===== src/include/pmalrt_pkg.sv =====
package pmalrt_pkg;
	// ----------------------------------------------------------------
	// bus addresses and commands
	// ----------------------------------------------------------------
	localparam logic [6:0] ALERT_RESP_ADDR = 7'h0C;
	localparam logic [6:0] ADDR_BASE       = 7'h20;
	localparam logic [7:0] CMD_CLEAR       = 8'h03;
	localparam logic [7:0] CMD_STATUS      = 8'h79;
	localparam logic [7:0] CMD_READ_VIN    = 8'h88;
	localparam logic [7:0] CMD_READ_VOUT   = 8'h8B;
	localparam logic [7:0] CMD_READ_IOUT   = 8'h8C;
	localparam logic [7:0] CMD_READ_TEMP   = 8'h8D;
	// ----------------------------------------------------------------
	// reset values and counts
	// ----------------------------------------------------------------
	localparam logic [7:0] FAULT_RESET     = 8'h00;
	localparam logic [3:0] BIT_LAST        = 4'h8;
	localparam logic [2:0] SYNC_DIV_RESET  = 3'h0;

	typedef enum logic [2:0] {
		PMALRT_IDLE  = 3'b000,
		PMALRT_ADDR  = 3'b001,
		PMALRT_CMD   = 3'b010,
		PMALRT_RDATA = 3'b011,
		PMALRT_HALT  = 3'b100
	} pmalrt_state_t;

	// analog-side measurements presented to the bus
	typedef struct packed {
		logic [7:0] vin;
		logic [7:0] vout;
		logic [7:0] iout;
		logic [7:0] temp;
	} pmalrt_meas_t;

	// fault events from the comparators
	typedef struct packed {
		logic ov1;
		logic ov2;
		logic oc;
		logic ot;
		logic uv_in;
	} pmalrt_fault_t;
endpackage


===== src/verilog/pmalrt_sync.sv =====
`timescale 1ns/1ns
module pmalrt_sync
	import pmalrt_pkg::*;
#(
	parameter int W = 1
) (
	// clock and reset
	input  wire logic         clk_sys,
	input  wire logic         rst,
	// async in, synced out
	input  wire logic [W-1:0] din,
	output logic      [W-1:0] dout
);
	logic [W-1:0] stage1;
	logic [W-1:0] stage2;

	always_ff @(posedge clk_sys) begin
		if (rst) begin
			stage1 <= '0;
			stage2 <= '0;
		end else begin
			stage1 <= din;
			stage2 <= stage1;
		end
	end
	assign dout = stage2;
endmodule // pmalrt_sync


===== src/verilog/pmalrt_top.sv =====
// Summary of operation
// - acts as a two-wire bus slave following standard transaction rules.
// - alert output pulled low when any configured fault occurs.
// - alert stays low until the host sends the clear command; the response read leaves it low.
// - halted bus interface recovers by disabling then re-enabling the module.
// - input/output voltage, current, temperature and fault status readable.
// - each output has its own enable input turning it on.
// - separate push-pull power-good output per rail.
// - slave address taken from strapped address-select value.
// - external sync clock sets switching frequency.
// - output overvoltage drops power-good and latches the output off.
`timescale 1ns/1ns
module pmalrt_top
	import pmalrt_pkg::*;
(
	// clock and reset
	input  wire logic          clk_sys,
	input  wire logic          rst,
	// serial bus pins
	input  wire logic          scl_in,
	input  wire logic          sda_in,
	output logic               sda_out,
	output logic               sda_oe_n,
	output logic               fault_alert_out,
	// enables and straps
	input  wire logic          output_one_enable_in,
	input  wire logic          output_two_enable_in,
	input  wire logic [2:0]    addr_strap,
	input  wire logic          sync_in,
	// analog side
	input  wire pmalrt_meas_t  meas,
	input  wire pmalrt_fault_t fault_in,
	input  wire logic [1:0]    rail_in_reg,
	output logic               output_one_power_good,
	output logic               output_two_power_good,
	output logic               rail_one_on,
	output logic               rail_two_on,
	output logic               switch_clk
);
	// ----------------------------------------------------------------
	// input synchronisers
	// ----------------------------------------------------------------
	logic [4:0] pins_s;
	logic [4:0] flt_s;
	logic [1:0] reg_s;

	pmalrt_sync #(.W(5)) u_sync_pins (
		.clk_sys (clk_sys),
		.rst     (rst),
		.din     ({scl_in, sda_in, output_one_enable_in, output_two_enable_in, sync_in}),
		.dout    (pins_s)
	);
	pmalrt_sync #(.W(5)) u_sync_flt (
		.clk_sys (clk_sys),
		.rst     (rst),
		.din     (fault_in),
		.dout    (flt_s)
	);
	pmalrt_sync #(.W(2)) u_sync_reg (
		.clk_sys (clk_sys),
		.rst     (rst),
		.din     (rail_in_reg),
		.dout    (reg_s)
	);

	logic scl, sda, en1, en2, sync_s;
	assign {scl, sda, en1, en2, sync_s} = pins_s;

	// ----------------------------------------------------------------
	// edge detect, strap capture, rails
	// ----------------------------------------------------------------
	logic       scl_d, sda_d, sync_d, en_any_d;
	logic [6:0] my_addr, next_my_addr;
	logic       strap_done, next_strap_done;
	logic       latch1, latch2, next_latch1, next_latch2;
	logic       next_rail1, next_rail2, next_pg1, next_pg2, next_swclk;

	wire scl_rise = scl & ~scl_d;
	wire scl_fall = ~scl & scl_d;
	wire start_c  = scl & sda_d & ~sda;
	wire stop_c   = scl & ~sda_d & sda;
	wire en_any   = en1 | en2;
	wire reen     = en_any & ~en_any_d;

	always_comb begin
		next_strap_done = 1'b1;
		// strap sampled after reset release
		next_my_addr    = strap_done ? my_addr : (ADDR_BASE | {4'h0, addr_strap});
		// overvoltage latches the rail off until re-enable; for rail one that re-enable must come with en1 high
		next_latch1     = (latch1 & ~(reen & ~en1 ? 1'b0 : reen)) | flt_s[4];
		next_latch2     = (latch2 & ~reen) | flt_s[3];
		next_rail1      = en1 & ~next_latch1;
		next_rail2      = en2 & ~next_latch2;
		// separate push-pull indications per rail
		next_pg1        = next_rail1 & reg_s[0] & ~flt_s[4];
		next_pg2        = next_rail2 & reg_s[1] & ~flt_s[3];
		// switching clock toggles on each rising edge of the external sync input
		next_swclk      = (sync_s & ~sync_d) ? ~switch_clk : switch_clk;
	end

	always_ff @(posedge clk_sys) begin
		if (rst) begin
			scl_d                 <= 1'b1;
			sda_d                 <= 1'b1;
			sync_d                <= 1'b0;
			en_any_d              <= 1'b0;
			strap_done            <= 1'b0;
			my_addr               <= ADDR_BASE;
			latch1                <= 1'b0;
			latch2                <= 1'b0;
			rail_one_on           <= 1'b0;
			rail_two_on           <= 1'b0;
			output_one_power_good <= 1'b0;
			output_two_power_good <= 1'b0;
			switch_clk            <= 1'b0;
		end else begin
			scl_d                 <= scl;
			sda_d                 <= sda;
			sync_d                <= sync_s;
			en_any_d              <= en_any;
			strap_done            <= next_strap_done;
			my_addr               <= next_my_addr;
			latch1                <= next_latch1;
			latch2                <= next_latch2;
			rail_one_on           <= next_rail1;
			rail_two_on           <= next_rail2;
			output_one_power_good <= next_pg1;
			output_two_power_good <= next_pg2;
			switch_clk            <= next_swclk;
		end
	end

	// ----------------------------------------------------------------
	// fault record and alert
	// ----------------------------------------------------------------
	logic [7:0] fault_rec, next_fault_rec;
	logic       clear_req;
	logic       next_alert;

	always_comb begin
		// a new event wins over a same-cycle clear
		next_fault_rec = (clear_req ? 8'h00 : fault_rec) | {3'h0, flt_s};
		// open-drain style, low while anything is pending
		next_alert     = ~(|next_fault_rec);
	end

	always_ff @(posedge clk_sys) begin
		if (rst) begin
			fault_rec       <= FAULT_RESET;
			fault_alert_out <= 1'b1;
		end else begin
			fault_rec       <= next_fault_rec;
			fault_alert_out <= next_alert;
		end
	end

	// ----------------------------------------------------------------
	// serial slave
	// ----------------------------------------------------------------
	pmalrt_state_t state, next_state;
	logic [3:0]    bitc, next_bitc;
	logic [7:0]    shreg, next_shreg;
	logic [7:0]    cmd, next_cmd;
	logic          ack, next_ack;
	logic          ara, next_ara;
	logic          next_sda_out, next_sda_oe_n;

	function automatic logic [7:0] read_sel(input logic [7:0] c, input pmalrt_meas_t m, input logic [7:0] f);
		if (c == CMD_READ_VIN)       read_sel = m.vin;
		else if (c == CMD_READ_VOUT) read_sel = m.vout;
		else if (c == CMD_READ_IOUT) read_sel = m.iout;
		else if (c == CMD_READ_TEMP) read_sel = m.temp;
		else                         read_sel = f;
	endfunction

	always_comb begin
		next_state    = state;
		next_bitc     = bitc;
		next_shreg    = shreg;
		next_cmd      = cmd;
		next_ack      = ack;
		next_ara      = ara;
		next_sda_out  = sda_out;
		next_sda_oe_n = sda_oe_n;
		clear_req     = 1'b0;
		if (state == PMALRT_HALT) begin
			// only a fresh enable brings the interface back
			if (reen) begin
				next_state    = PMALRT_IDLE;
				next_sda_oe_n = 1'b1;
			end
		end else if (start_c) begin
			next_state    = PMALRT_ADDR;
			next_bitc     = 4'h0;
			next_ack      = 1'b0;
			next_sda_oe_n = 1'b1;
		end else if (stop_c) begin
			next_state    = PMALRT_IDLE;
			next_sda_oe_n = 1'b1;
			// cleared on stop once a clear command was taken
			// the stop's own clock rise shifts one extra bit in
			clear_req     = (cmd == CMD_CLEAR) & (bitc < 4'h2) & ~ara;
			next_cmd      = 8'h00;
		end else if (scl_rise & ~ack & state != PMALRT_IDLE) begin
			next_shreg = {shreg[6:0], sda};
			next_bitc  = bitc + 4'h1;
		end else if (scl_fall & state != PMALRT_IDLE) begin
			if (ack) begin
				next_ack      = 1'b0;
				next_bitc     = 4'h0;
				next_sda_oe_n = 1'b1;
				if (state == PMALRT_RDATA && !sda_oe_n) begin
					next_sda_oe_n = 1'b0;
					next_sda_out  = shreg[7];
				end else if (state == PMALRT_RDATA) begin
					// host nack ends the read; a host ack asks for more and halts
					next_state = sda ? PMALRT_IDLE : PMALRT_HALT;
				end
			end else if (bitc == BIT_LAST) begin
				next_ack = 1'b1;
				if (state == PMALRT_ADDR) begin
					// response address answers only while alerting
					next_ara = (shreg[7:1] == ALERT_RESP_ADDR) & ~fault_alert_out;
					if (shreg[7:1] == my_addr || next_ara) begin
						next_sda_oe_n = 1'b0;
						next_sda_out  = 1'b0;
						next_state    = shreg[0] ? PMALRT_RDATA : PMALRT_CMD;
						// reading back our address or the selected value
						next_shreg    = next_ara ? {my_addr, 1'b0} : read_sel(cmd, meas, fault_rec);
					end else begin
						next_state = PMALRT_IDLE;
						next_ack   = 1'b0;
					end
				end else if (state == PMALRT_CMD) begin
					next_cmd      = shreg;
					next_bitc     = 4'h0;
					next_sda_oe_n = 1'b0;
					next_sda_out  = 1'b0;
				end else begin
					// let go so the host can answer the byte
					next_sda_oe_n = 1'b1;
				end
			end else if (state == PMALRT_RDATA) begin
				// each rise has shifted the next bit up to the top
				next_sda_out  = shreg[7];
				next_sda_oe_n = 1'b0;
			end
		end
	end

	always_ff @(posedge clk_sys) begin
		if (rst) begin
			state    <= PMALRT_IDLE;
			bitc     <= 4'h0;
			shreg    <= 8'h00;
			cmd      <= 8'h00;
			ack      <= 1'b0;
			ara      <= 1'b0;
			sda_out  <= 1'b1;
			sda_oe_n <= 1'b1;
		end else begin
			state    <= next_state;
			bitc     <= next_bitc;
			shreg    <= next_shreg;
			cmd      <= next_cmd;
			ack      <= next_ack;
			ara      <= next_ara;
			sda_out  <= next_sda_out;
			sda_oe_n <= next_sda_oe_n;
		end
	end

	// ----------------------------------------------------------------
	// checks
	// ----------------------------------------------------------------
	property p_alert_fault;
		@(posedge clk_sys) disable iff (rst) (|flt_s) |=> !fault_alert_out;
	endproperty
	a_alert_fault: assert property (p_alert_fault) else $error("alert not asserted on fault");

	property p_alert_hold;
		@(posedge clk_sys) disable iff (rst) (|fault_rec && !clear_req) |=> !fault_alert_out;
	endproperty
	a_alert_hold: assert property (p_alert_hold) else $error("alert released with fault pending");

	property p_alert_release;
		@(posedge clk_sys) disable iff (rst) (clear_req && !(|flt_s)) |=> fault_alert_out;
	endproperty
	a_alert_release: assert property (p_alert_release) else $error("alert held after clear");

	property p_ov_pg;
		@(posedge clk_sys) disable iff (rst) flt_s[4] |=> !output_one_power_good ##1 !rail_one_on;
	endproperty
	a_ov_pg: assert property (p_ov_pg) else $error("power good kept on overvoltage");

	property p_enable;
		@(posedge clk_sys) disable iff (rst) (!en2) |=> !rail_two_on;
	endproperty
	a_enable: assert property (p_enable) else $error("rail on without enable");

	property p_halt_recover;
		@(posedge clk_sys) disable iff (rst) (state == PMALRT_HALT && reen) |=> state == PMALRT_IDLE;
	endproperty
	a_halt_recover: assert property (p_halt_recover) else $error("no recovery on re-enable");

	property p_halt_stays;
		@(posedge clk_sys) disable iff (rst) (state == PMALRT_HALT && !reen) |=> state == PMALRT_HALT;
	endproperty
	a_halt_stays: assert property (p_halt_stays) else $error("halt left without enable");

	property p_stop_idle;
		@(posedge clk_sys) disable iff (rst) (stop_c && state != PMALRT_HALT) |=> state == PMALRT_IDLE && sda_oe_n;
	endproperty
	a_stop_idle: assert property (p_stop_idle) else $error("stop not honoured");

	property p_strap;
		@(posedge clk_sys) disable iff (rst) strap_done |=> $stable(my_addr);
	endproperty
	a_strap: assert property (p_strap) else $error("address changed after strap");

	property p_pg_sep;
		@(posedge clk_sys) disable iff (rst) (!rail_two_on) |-> !output_two_power_good;
	endproperty
	a_pg_sep: assert property (p_pg_sep) else $error("power good without rail");
endmodule // pmalrt_top


===== config.mk =====
export PLATFORM = sky130hd
export DESIGN_NAME = pmalrt_top
export DESIGN_NICKNAME = d
export VERILOG_FILES = /design/src/include/pmalrt_pkg.sv /design/src/verilog/pmalrt_sync.sv /design/src/verilog/pmalrt_top.sv
export SDC_FILE = /design/constraint.sdc
export NUM_CORES = 1
export LEC_CHECK = 0
export CORE_MARGIN = 2
export CORE_UTILIZATION = 57
export CTS_CLUSTER_DIAMETER = 40
export DETAILED_ROUTE_END_ITERATION = 6
export DONT_BUFFER_PORTS = 1
export GPL_ROUTABILITY_DRIVEN = 0
export PLACE_DENSITY = 0.75
export SETUP_SLACK_MARGIN = 0.2
export SLEW_MARGIN = 20
export SYNTH_ARGS = -nofsm -noshare
export SYNTH_HDL_FRONTEND = slang
export SYNTH_HIERARCHICAL = 1
export SYNTH_SLANG_ARGS = --single-unit

===== constraint.sdc =====
create_clock -name clk_sys -period 1.6 [get_ports clk_sys]
set_input_delay 0.24 -clock clk_sys [delete_from_list [all_inputs] [get_ports clk_sys]]
set_output_delay 0.24 -clock clk_sys [all_outputs]
set_load 0.03 [all_outputs]

**After elaboration in Yosys (flattened, before gate mapping)**

Cells that the tools add are included.

- Flip-flop bits (word level): 75
- Latch bits: 0
- Bits in writable memories: 0
- Bits in read-only memories: 0
- Input bits: 49
- Output and inout port bits: 8
- Memories kept: 0

- Add/sub/neg operators: 1
- $mul: 0
- Div/mod/pow operators: 0
- Order comparisons: 1
- Equality and inequality tests: 27
- Shifts and indexed selects: 0
- Mux-type cells: 73
- Bitwise operators: 49
- Reduce and logical (&&, ||, !) cells: 29

Operators with widths:

| kind | count |
|---|---|
| 2-to-1 mux 8 bit | 19 |
| 2-to-1 mux 3 bit | 12 |
| 2-to-1 mux 1 bit | 33 |
| equality test 8 bit (second input constant) | 4 |
| 2-to-1 mux 4 bit | 8 |
| AND reduction 8 bit | 3 |
| bitwise AND 1 bit | 23 |
| NOT 1 bit | 22 |
| nonzero test 2 bit | 8 |
| != test 2 bit (second input constant) | 6 |
| nonzero test 4 bit | 3 |
| nonzero test 5 bit | 2 |
| AND reduction 9 bit | 1 |
| nonzero test 3 bit | 3 |
| equality test 8 x 2 -> 1 bit (second input constant) | 1 |
| != test 4 bit (second input constant) | 2 |
| bitwise OR 8 x 5 -> 8 bit | 1 |
| OR reduction 8 bit | 1 |
| equality test 7 x 4 -> 1 bit (second input constant) | 1 |
| equality test 7 x 6 -> 1 bit | 1 |
| != test 7 x 6 -> 1 bit (second input constant) | 1 |
| AND reduction 7 bit | 1 |
| equality test 3 x 2 -> 1 bit (second input constant) | 2 |
| AND reduction 6 bit | 1 |
| other kinds (18) | 21 |

**Longest topological paths before layout**

Gate-level depths: netlist of the first run.

- Word-level depth: 12
- Mapped depth: 8
- Depth with buffers taken out: 7

**Hierarchy**

The synthesis of the first run kept the hierarchy.

By module, submodules not included:

| module | times used | cells each | area an instance (µm²) | seq. area each (µm²) |
|---|---|---|---|---|
| pmalrt_top | 1 | 355 | 2955.3 | 1021.0 |
| pmalrt_sync at u_sync_flt ... | 2 | 20 | 262.8 | 200.2 |
| pmalrt_sync at u_sync_reg | 1 | 8 | 105.1 | 80.1 |

**Least setup slack after synthesis of the first run**

OpenSTA, ideal clock, no wires.

- Path type: register -> register
- Start point: reg state[0]
- End point: reg shreg[6]
- Library setup time: 0.131 ns
- Arrival: 1.593 ns
- Data required time: 1.469 ns
- Slack: -0.124 ns
- Stages on the path, launching flop included: 7
- Buffers on the path: 2
- Clock period less this slack: 1.724 ns
- Cells stage by stage: dfxtp_1 -> buf_6 -> or3_4 -> a22o_1 -> buf_6 -> a2111oi_0 -> o32ai_1

- Word-level cells in the longest chain between the ends: 4
- Elaborated cells on any way between the ends: 13
- Classes of those cells: eq/ne: 3; mux: 1; bitwise: 3; reduce/logical: 6

RTL lines:

| element | RTL line | RTL |
|---|---|---|
| from (decl) | pmalrt_top.sv:160 | `pmalrt_state_t state, next_state;` |
| from (signal assigned) | pmalrt_top.sv:262 | `state <= next_state;` |
| nonzero test 3 bit | pmalrt_top.sv:204, pmalrt_top.sv:207 |  |
| bitwise AND 1 bit (on tied branches) | pmalrt_top.sv:204, pmalrt_top.sv:207 |  |
| != test 2 x 1 -> 1 bit (no line) or nonzero test 2 bit (tied branches) | n/a |  |
| AND reduction 8 bit (no line) | n/a |  |
| to (signal assigned) | pmalrt_top.sv:264 | `shreg <= next_shreg;` |
| to (decl) | pmalrt_top.sv:162 | `logic [7:0] shreg, next_shreg;` |

Parallel ways exist; a longest one is shown, timed or not.
A chain may end at the register's enable or synchronous reset.

**Final worst setup path of the first run**

- Start point: reg state[1]
- End point: reg shreg[7]

Same word-level chain as after synthesis.

==> run_results.csv, run 1 <==
group,metric,value,unit
layout,post-route-util,0.8699,
layout,seqCellArea,1539,um^2
logic_synthesis,synthArstFlopShare,0,
detailed_routing,top_layer,"met4",
timing,drv_slew,0,
layout,multi_input_area,2424,um^2
pwr,peakVddDrop,0.9532,mV
global_routing,grt_pass1_wl,17150,um
logic_synthesis,synth_edf_count,0,
logic_synthesis,syn_inst,403,
die,pin_count,57,
logic_synthesis,synth_area_leaders,"dfxtp_1 42%, nor2b_1 5.8%, a21oi_1 4.7%",
detailed_routing,drtIter0Drc,451,
detailed_routing,drc,0,
worst_setup_path,cp.required,1.85,ns
placed_design,portBuffers,0,
clocking,clkTransAtPathRegs,0.09,ns
placed_design,place_inst,543,
detailed_routing,ant_nets,0,
timing,fmax,555.3,MHz
detailed_routing,met3WireLength,1035,um
placed_design,dp_hpwl,7111,um
detailed_routing,met2_length,5837,um
status,violations,"negative setup slack",
clocking,clock-sinks,75,
worst_setup_path,crit_type,"flop to flop",
global_routing,antenna_found_initial,0,
pwr,fin_total_pwr,3568,uW
logic_synthesis,ys_warn_count,6,
clocking,cts_tree,"built",
global_routing,track_usage,0.3067,
die,fp.dieW,83.32,um
logic_synthesis,synth_top_area_share,0.4187,
hold_path,hp-class,"primary input to flop",
detailed_routing,vias,3772,
logic_synthesis,synth.largest_area_cell,"dfxtp_1",
timing,finalCritPeriodShare,1.125,
die,rows,28,
layout,nFillCells,295,
clocking,numCtsBuffers,9,
timing,rsz0062_at_grt,"true",
die,initial_core_util,0.5986,
worst_setup_path,arrival,2.05,ns
global_routing,grt_pass1_vias,3549,
timing,setup_ws,-0.2008,ns
global_routing,grt_max_degree,52,
die,die_y,83.32,um
timing,setup_violations,34,
logic_synthesis,synthTopCellsByCount,"75 x dfxtp_1, 38 x nor2_1, 34 x a21oi_1",
worst_setup_path,critPathMaxFanout,8,
logic_synthesis,yosys.cell_types.count,75,
timing,finalCriticalPeriod,1.801,ns
timing,hold_slack,0.02170,ns
logic_synthesis,synth_flop_cell,"dfxtp_1",
detailed_routing,drt_first_pass_iters,6,
layout,syn2layout_area_growth,45.32,%
placed_design,preCtsSetupSlack,-0.2259,ns
layout,antennaDiodeCount,0,
clocking,htree_num_levels,3,
detailed_routing,wl_met1,4675,um
logic_synthesis,synth_area_per_cell,8.898,um^2
logic_synthesis,syn_nets,454,
timing,tightest_slew,0.4904,ns
timing,maxSlewHeadroom,0.6646,
die,core_area,5991,um^2
pwr,p_leak,0.002010,uW
clocking,clk_latency,0.35,ns
timing,clock-skew-final,0.01158,ns
logic_synthesis,yosysMostFrequentCell,"dfxtp_1",
worst_setup_path,worstSetupStartpointType,"flop",
detailed_routing,routed_wl,11950,um
worst_setup_path,end_kind,"flop",
pwr,power_density,684.6,nW/um^2
detailed_routing,routedWlPerCell,20.57,um
layout,drive_gt1_frac,0.4526,
logic_synthesis,ys_seq_area_frac,0.4187,
flow_run,cap_violations,0,
layout,final_cells,581,
logic_synthesis,ys_ff_latch,75,
detailed_routing,avgViaCountPerCell,6.492,
clocking,clockRootBuffer,"clkbuf_8",
timing,final-hold-violation-count,0,
global_routing,overflow,0,
layout,fin_nets,552,
logic_synthesis,synth_area,3586,um^2
status,outcome,"complete, but fails checks",
clocking,cts_buffer_depth,2,
die,dieArea,6941,um^2
repair_timing:
item                                    4_1_cts  5_1_grt
setup buffers                                 4        9
resized for setup                            54       68
endpoints found under the hold margin        59        0
endpoints found under the setup margin       36       36
pin swaps                                    16       38
hold buffers                                  9        0
flip-flops by register name, indices dropped and copies added, names as in the netlist, 2 cells and up:
register,flops
fault_rec,8
cmd,8
bitc,4
u_sync_reg/stage1,2
u_sync_reg/dout,2
u_sync_flt/stage1,5
state,3
my_addr,3
shreg,8
u_sync_pins/dout,5
u_sync_flt/dout,5
u_sync_pins/stage1,5
per-stage QoR:
step           instance area [um^2]  TNS [ns]
3_3_place_gp                   4305    -1.578
5_1_grt                        5211    -4.574
4_1_cts                        4840    -1.623
2_1_floorplan                  3665   -0.6076
6_report                       5211    -2.810
3_5_place_dp                   4305    -2.594
power by group:
group	total [uW]	internal [uW]	leakage [uW]	switching (uW)
Clock	1360	580	0.0000835	780
Combinational	243	122	0.00130	122
Sequential	1960	1910	0.000623	53.5
Total	3570	2610	0.00201	955
cells by family (layout without fill, tap and decap cells):
logic type | count (synthesis) | in the layout | synth area share
and+or+nand+nor | 165 | 165 | 0.2641
AOI/OAI and AO/OA | 111 | 111 | 0.2230
DFF | 75 | 75 | 0.4187
buffers and inverters | 34 | 137 | 0.04291
muxes | 11 | 11 | 0.03210
xor gates and xnor gates | 5 | 5 | 0.01221
adders and majority gates | 2 | 2 | 0.006977
worst max-delay path, stage by stage (launching register included):
cell	delay, ns
dfxtp_4	0.37
or3_4	0.41
a22o_4	0.34
a2111oi_4	0.22
a21oi_2	0.06
a311oi_2	0.29
placed cells by master (no fill, tap or decap), types with 4 or more instances in the layout:
cell type      instances
nand3_2                6
o21ai_0                7
a22o_1                 7
a21oi_2               13
buf_6                 14
dfxtp_4                6
nor2_1                32
nand3b_1               5
nand2_1               18
xnor2_1                4
nor2_2                 6
nor2b_1               33
mux2_2                 4
mux2i_1                7
dfxtp_1               57
dlygate4sd3_1          8
clkbuf_8               9
o31ai_1                4
nand4_1                6
dfxtp_2               12
nand3_1                7
and3_4                 4
a21oi_1               18
buf_4                 82
a221oi_2               4
o22ai_1                5
inv_1                 11
o211ai_1               8
final timing paths:
path | end | slack, ns | depth (start not counted) | startpoint
setup / recovery | shreg[7]$_SDFFE_PP0P_ | -0.20 | 5 | state[1]$_SDFFE_PP0P_
hold / removal | u_sync_flt/stage1[2]$_SDFF_PP0_ | 0.02 | 1 | fault_in[2]
setup reg to reg | shreg[7]$_SDFFE_PP0P_ | -0.20 | 5 | state[1]$_SDFFE_PP0P_
hold reg to reg | output_one_power_good$_SDFF_PP0_ | 0.43 | 1 | u_sync_reg/dout[0]$_SDFF_PP0_
per-layer routing:
layer / vias to the layer above / GRT usage
li1: 1678 / -
met1: 1785 / 0.3872
met2: 240 / 0.5117
met3: 69 / 0.06461
met4: 0 / 0.1207
met5: - / 0
layout make-up:
class / count / area share
repair buffers: 108 / 0.1782
clock buffers: 10 / 0.02449
inverters: 13 / 0.009364
clock inverters: 6 / 0.009604
well taps: 75 / 0.01801
flip-flops and latches: 75 / 0.2953
multi-input cells: 294 / 0.4651
Note: power is estimated with default switching activity, not from simulation.
==> inputs of run 2 (changes only) <==
--- a/config.mk
+++ b/config.mk
@@ -6,15 +6,14 @@
 export NUM_CORES = 1
 export LEC_CHECK = 0
 export CORE_MARGIN = 2
-export CORE_UTILIZATION = 57
+export CORE_UTILIZATION = 60
 export CTS_CLUSTER_DIAMETER = 40
 export DETAILED_ROUTE_END_ITERATION = 6
 export DONT_BUFFER_PORTS = 1
 export GPL_ROUTABILITY_DRIVEN = 0
-export PLACE_DENSITY = 0.75
+export PLACE_DENSITY = 0.76
 export SETUP_SLACK_MARGIN = 0.2
 export SLEW_MARGIN = 20
 export SYNTH_ARGS = -nofsm -noshare
 export SYNTH_HDL_FRONTEND = slang
-export SYNTH_HIERARCHICAL = 1
 export SYNTH_SLANG_ARGS = --single-unit
==> constraint.sdc (replaced) <==
create_clock -name clk_sys -period 1.8 [get_ports clk_sys]
set_input_delay 0.27 -clock clk_sys [delete_from_list [all_inputs] [get_ports clk_sys]]
set_output_delay 0.27 -clock clk_sys [all_outputs]
set_load 0.03 [all_outputs]
==> run_results.csv, run 2 <==
group,metric,value,unit
worst_setup_path,worstSetupStartpointType,"flop",
logic_synthesis,ys_ff_latch,75,
logic_synthesis,yosys.cell_types.count,62,
layout,syn2layout_area_growth,33.83,%
detailed_routing,vias,3621,
logic_synthesis,synthTopCellsByCount,"75 x dfxtp_1, 34 x nor2_1, 30 x nor2b_1",
layout,seqCellArea,1516,um^2
clocking,clock-sinks,75,
pwr,power_frac_comb,0.054,
layout,antennaDiodeCount,0,
timing,setup_ws,-0.1101,ns
pwr,p_seq_frac,0.539,
logic_synthesis,syn_nets,468,
layout,nFillCells,341,
placed_design,dp_hpwl,6850,um
worst_setup_path,slowest_stage,"or4_4",
worst_setup_path,cp.required,2.06,ns
detailed_routing,ant_nets,0,
worst_setup_path,critPathMaxFanout,6,
timing,finalCriticalPeriod,1.910,ns
die,pin_count,57,
logic_synthesis,synth_area_per_cell,8.770,um^2
global_routing,grt_pass1_wl,15760,um
status,violations,"negative setup slack",
hold_path,hp-class,"primary input to flop",
detailed_routing,avgViaCountPerCell,6.489,
pwr,pwr-share-clk,0.407,
layout,post-route-util,0.8267,
global_routing,overflow,0,
placed_design,preCtsSetupSlack,-0.1718,ns
timing,fmax,523.5,MHz
layout,drive_gt1_frac,0.3540,
pwr,power_switching,809.9,uW
layout,biggestRegsByFlops,"cmd x8, fault_rec x8, shreg x8",
clocking,clockRootBuffer,"clkbuf_8",
detailed_routing,drt_first_pass_iters,6,
die,dieArea,6736,um^2
timing,finalCritPeriodShare,1.061,
detailed_routing,routed_wl,10540,um
die,die_y,82.08,um
logic_synthesis,synth_edf_count,0,
logic_synthesis,synthArstFlopShare,0,
clocking,numCtsBuffers,9,
clocking,cts_buffer_depth,2,
die,rows,28,
worst_setup_path,arrival,2.17,ns
clocking,cts_tree,"built",
status,outcome,"complete, but fails checks",
worst_setup_path,crit_type,"flop to flop",
die,fp.dieW,82.08,um
placed_design,place_area,4214,um^2
die,core_area,5921,um^2
pwr,swShare,0.2486,
clocking,htree_num_levels,3,
placed_design,portBuffers,0,
detailed_routing,drc,0,
timing,setup_violations,13,
pwr,p_int,2448,uW
timing,clock-skew-final,0.01385,ns
timing,rsz0062_at_grt,"true",
timing,drv_slew,0,
logic_synthesis,yosysMostFrequentCell,"dfxtp_1",
timing,maxSlewHeadroom,0.5694,
pwr,peakVddDrop,0.7134,mV
worst_setup_path,crit_family,"simple AND/OR/NAND/NOR gates",
worst_setup_path,end_kind,"flop",
global_routing,grt_pass1_vias,3251,
pwr,p_leak,0.001860,uW
timing,tightest_slew,0.6296,ns
logic_synthesis,syn_inst,417,
detailed_routing,routedWlPerCell,18.89,um
logic_synthesis,ys_warn_count,0,
worst_setup_path,path_buf_inv,1,
layout,final_area,4895,um^2
layout,fin_nets,529,
logic_synthesis,synth_flop_cell,"dfxtp_1",
die,initial_core_util,0.6177,
logic_synthesis,synth_area,3657,um^2
layout,multi_input_area,2379,um^2
worst_setup_path,path_cells,"or4_4 -> or2_4 -> a21oi_4 -> buf_6 -> nor3_1 -> a311oi_1",
pwr,power_density,665.6,nW/um^2
global_routing,antenna_found_initial,0,
layout,mostFrequentLayoutCells,"63 x dfxtp_1, 63 x buf_4, 33 x nor2_1, 29 x nor2b_1, 17 x nand3_1",
detailed_routing,drtIter0Drc,373,
global_routing,track_usage,0.3110,
timing,final-hold-violation-count,0,
flow_run,cap_violations,0,
logic_synthesis,synth_area_leaders,"dfxtp_1 41%, nor2b_1 5.1%, nor2_1 3.5%",
worst_setup_path,max_stage_delay,0.54,ns
logic_synthesis,synth.largest_area_cell,"dfxtp_1",
logic_synthesis,ys_seq_area_frac,0.4105,
clocking,clkTransAtPathRegs,0.09,ns
global_routing,grt_max_degree,48,
logic_synthesis,synth_top_area_share,0.4105,
clocking,clk_latency,0.35,ns
==> run 2: cell count changes after synthesis, moves of 8 or more <==
cell | previous run | this run
clkbuf_1 | 9 | 17
a21oi_1 | 34 | 22
nor3_1 | 3 | 11
a41o_1 | 0 | 9
a22o_1 | 8 | 0
==> run 2: per-stage QoR <==
step | power (uW) | setup TNS (ns) | hold WS [ns] | std cells
2_1_floorplan | 1895 | -0.6650 | 0.3708 | 417
3_3_place_gp | 1915 | -0.8454 | 0.3429 | 531
3_5_place_dp | 1924 | -1.308 | 0.3447 | 531
4_1_cts | 3258 | -0.4038 | 0.004754 | 553
5_1_grt | 3371 | -1.623 | -0.003951 | 558
6_report | 3258 | -0.8419 | 0.02381 | 558
==> run 2: cell type report <==
| class | instances | share of cell area |
|---|---|---|
| clock buffer | 10 | 0.02607 |
| tap | 75 | 0.01917 |
| sequential | 75 | 0.3098 |
| timing repair buffer | 76 | 0.1352 |
| clock inverter | 6 | 0.01457 |
| multi-input combinational | 304 | 0.4859 |
| inverter | 12 | 0.009202 |
==> run 2: layer usage <==
metal	vias to the layer above	wire length (um)	GRT usage
met3	32	845	0.07692
met4	0	227	0.09333
li1	1681	-	-
met1	1714	4412	0.3970
met2	194	5056	0.5187
met5	-	0	0
==> run 2: power groups by stage <==
stage | sequential, uW | clock (uW) | combinational, uW
CTS | 1750 | 1340 | 169
finish | 1760 | 1330 | 176
global route | 1760 | 1420 | 190
global placement | 1790 | 0 | 127
floorplan | 1780 | 0 | 115
detailed placement | 1790 | 0 | 134
==> run 2: timing repair <==
item,in CTS,in global routing
pin swaps,34,14
cloned,1,0
setup endpoints to repair,36,35
hold buffers,1,0
endpoints found under the hold margin,47,0
gates resized for setup,53,28
buffers inserted,4,5
==> run 2: logic make-up after synthesis <==
logic type / synth area share
mux: 0.03592
simple gates: 0.2915
flops: 0.4105
xor+xnor: 0.01197
compound gates: 0.2008
fa+ha+maj: 0.006841
buf+inv: 0.04242
==> run 2: path summary, 6_finish.rpt <==
kind / startpoint / end / slack, ns / cells after the start
hold reg to reg: u_sync_pins.stage1[4]$_SDFF_PP0_ / u_sync_pins.dout[4]$_SDFF_PP0_ / 0.44 / 1
setup / recovery: shreg[1]$_SDFFE_PP0P_ / shreg[4]$_SDFFE_PP0P_ / -0.11 / 6
hold / removal: rst / sda_out$_SDFFE_PP1P_ / 0.02 / 1
setup reg to reg: shreg[1]$_SDFFE_PP0P_ / shreg[4]$_SDFFE_PP0P_ / -0.11 / 6
==> run 2: worst register-to-register path, delay by kind of cell (launching register included) <==
family,cells,cell delay [ns]
AO/OA/AOI/OAI,2,0.46
buffers and inverters,1,0.15
AND/OR/NAND/NOR,3,0.87
flip-flops,1,0.33
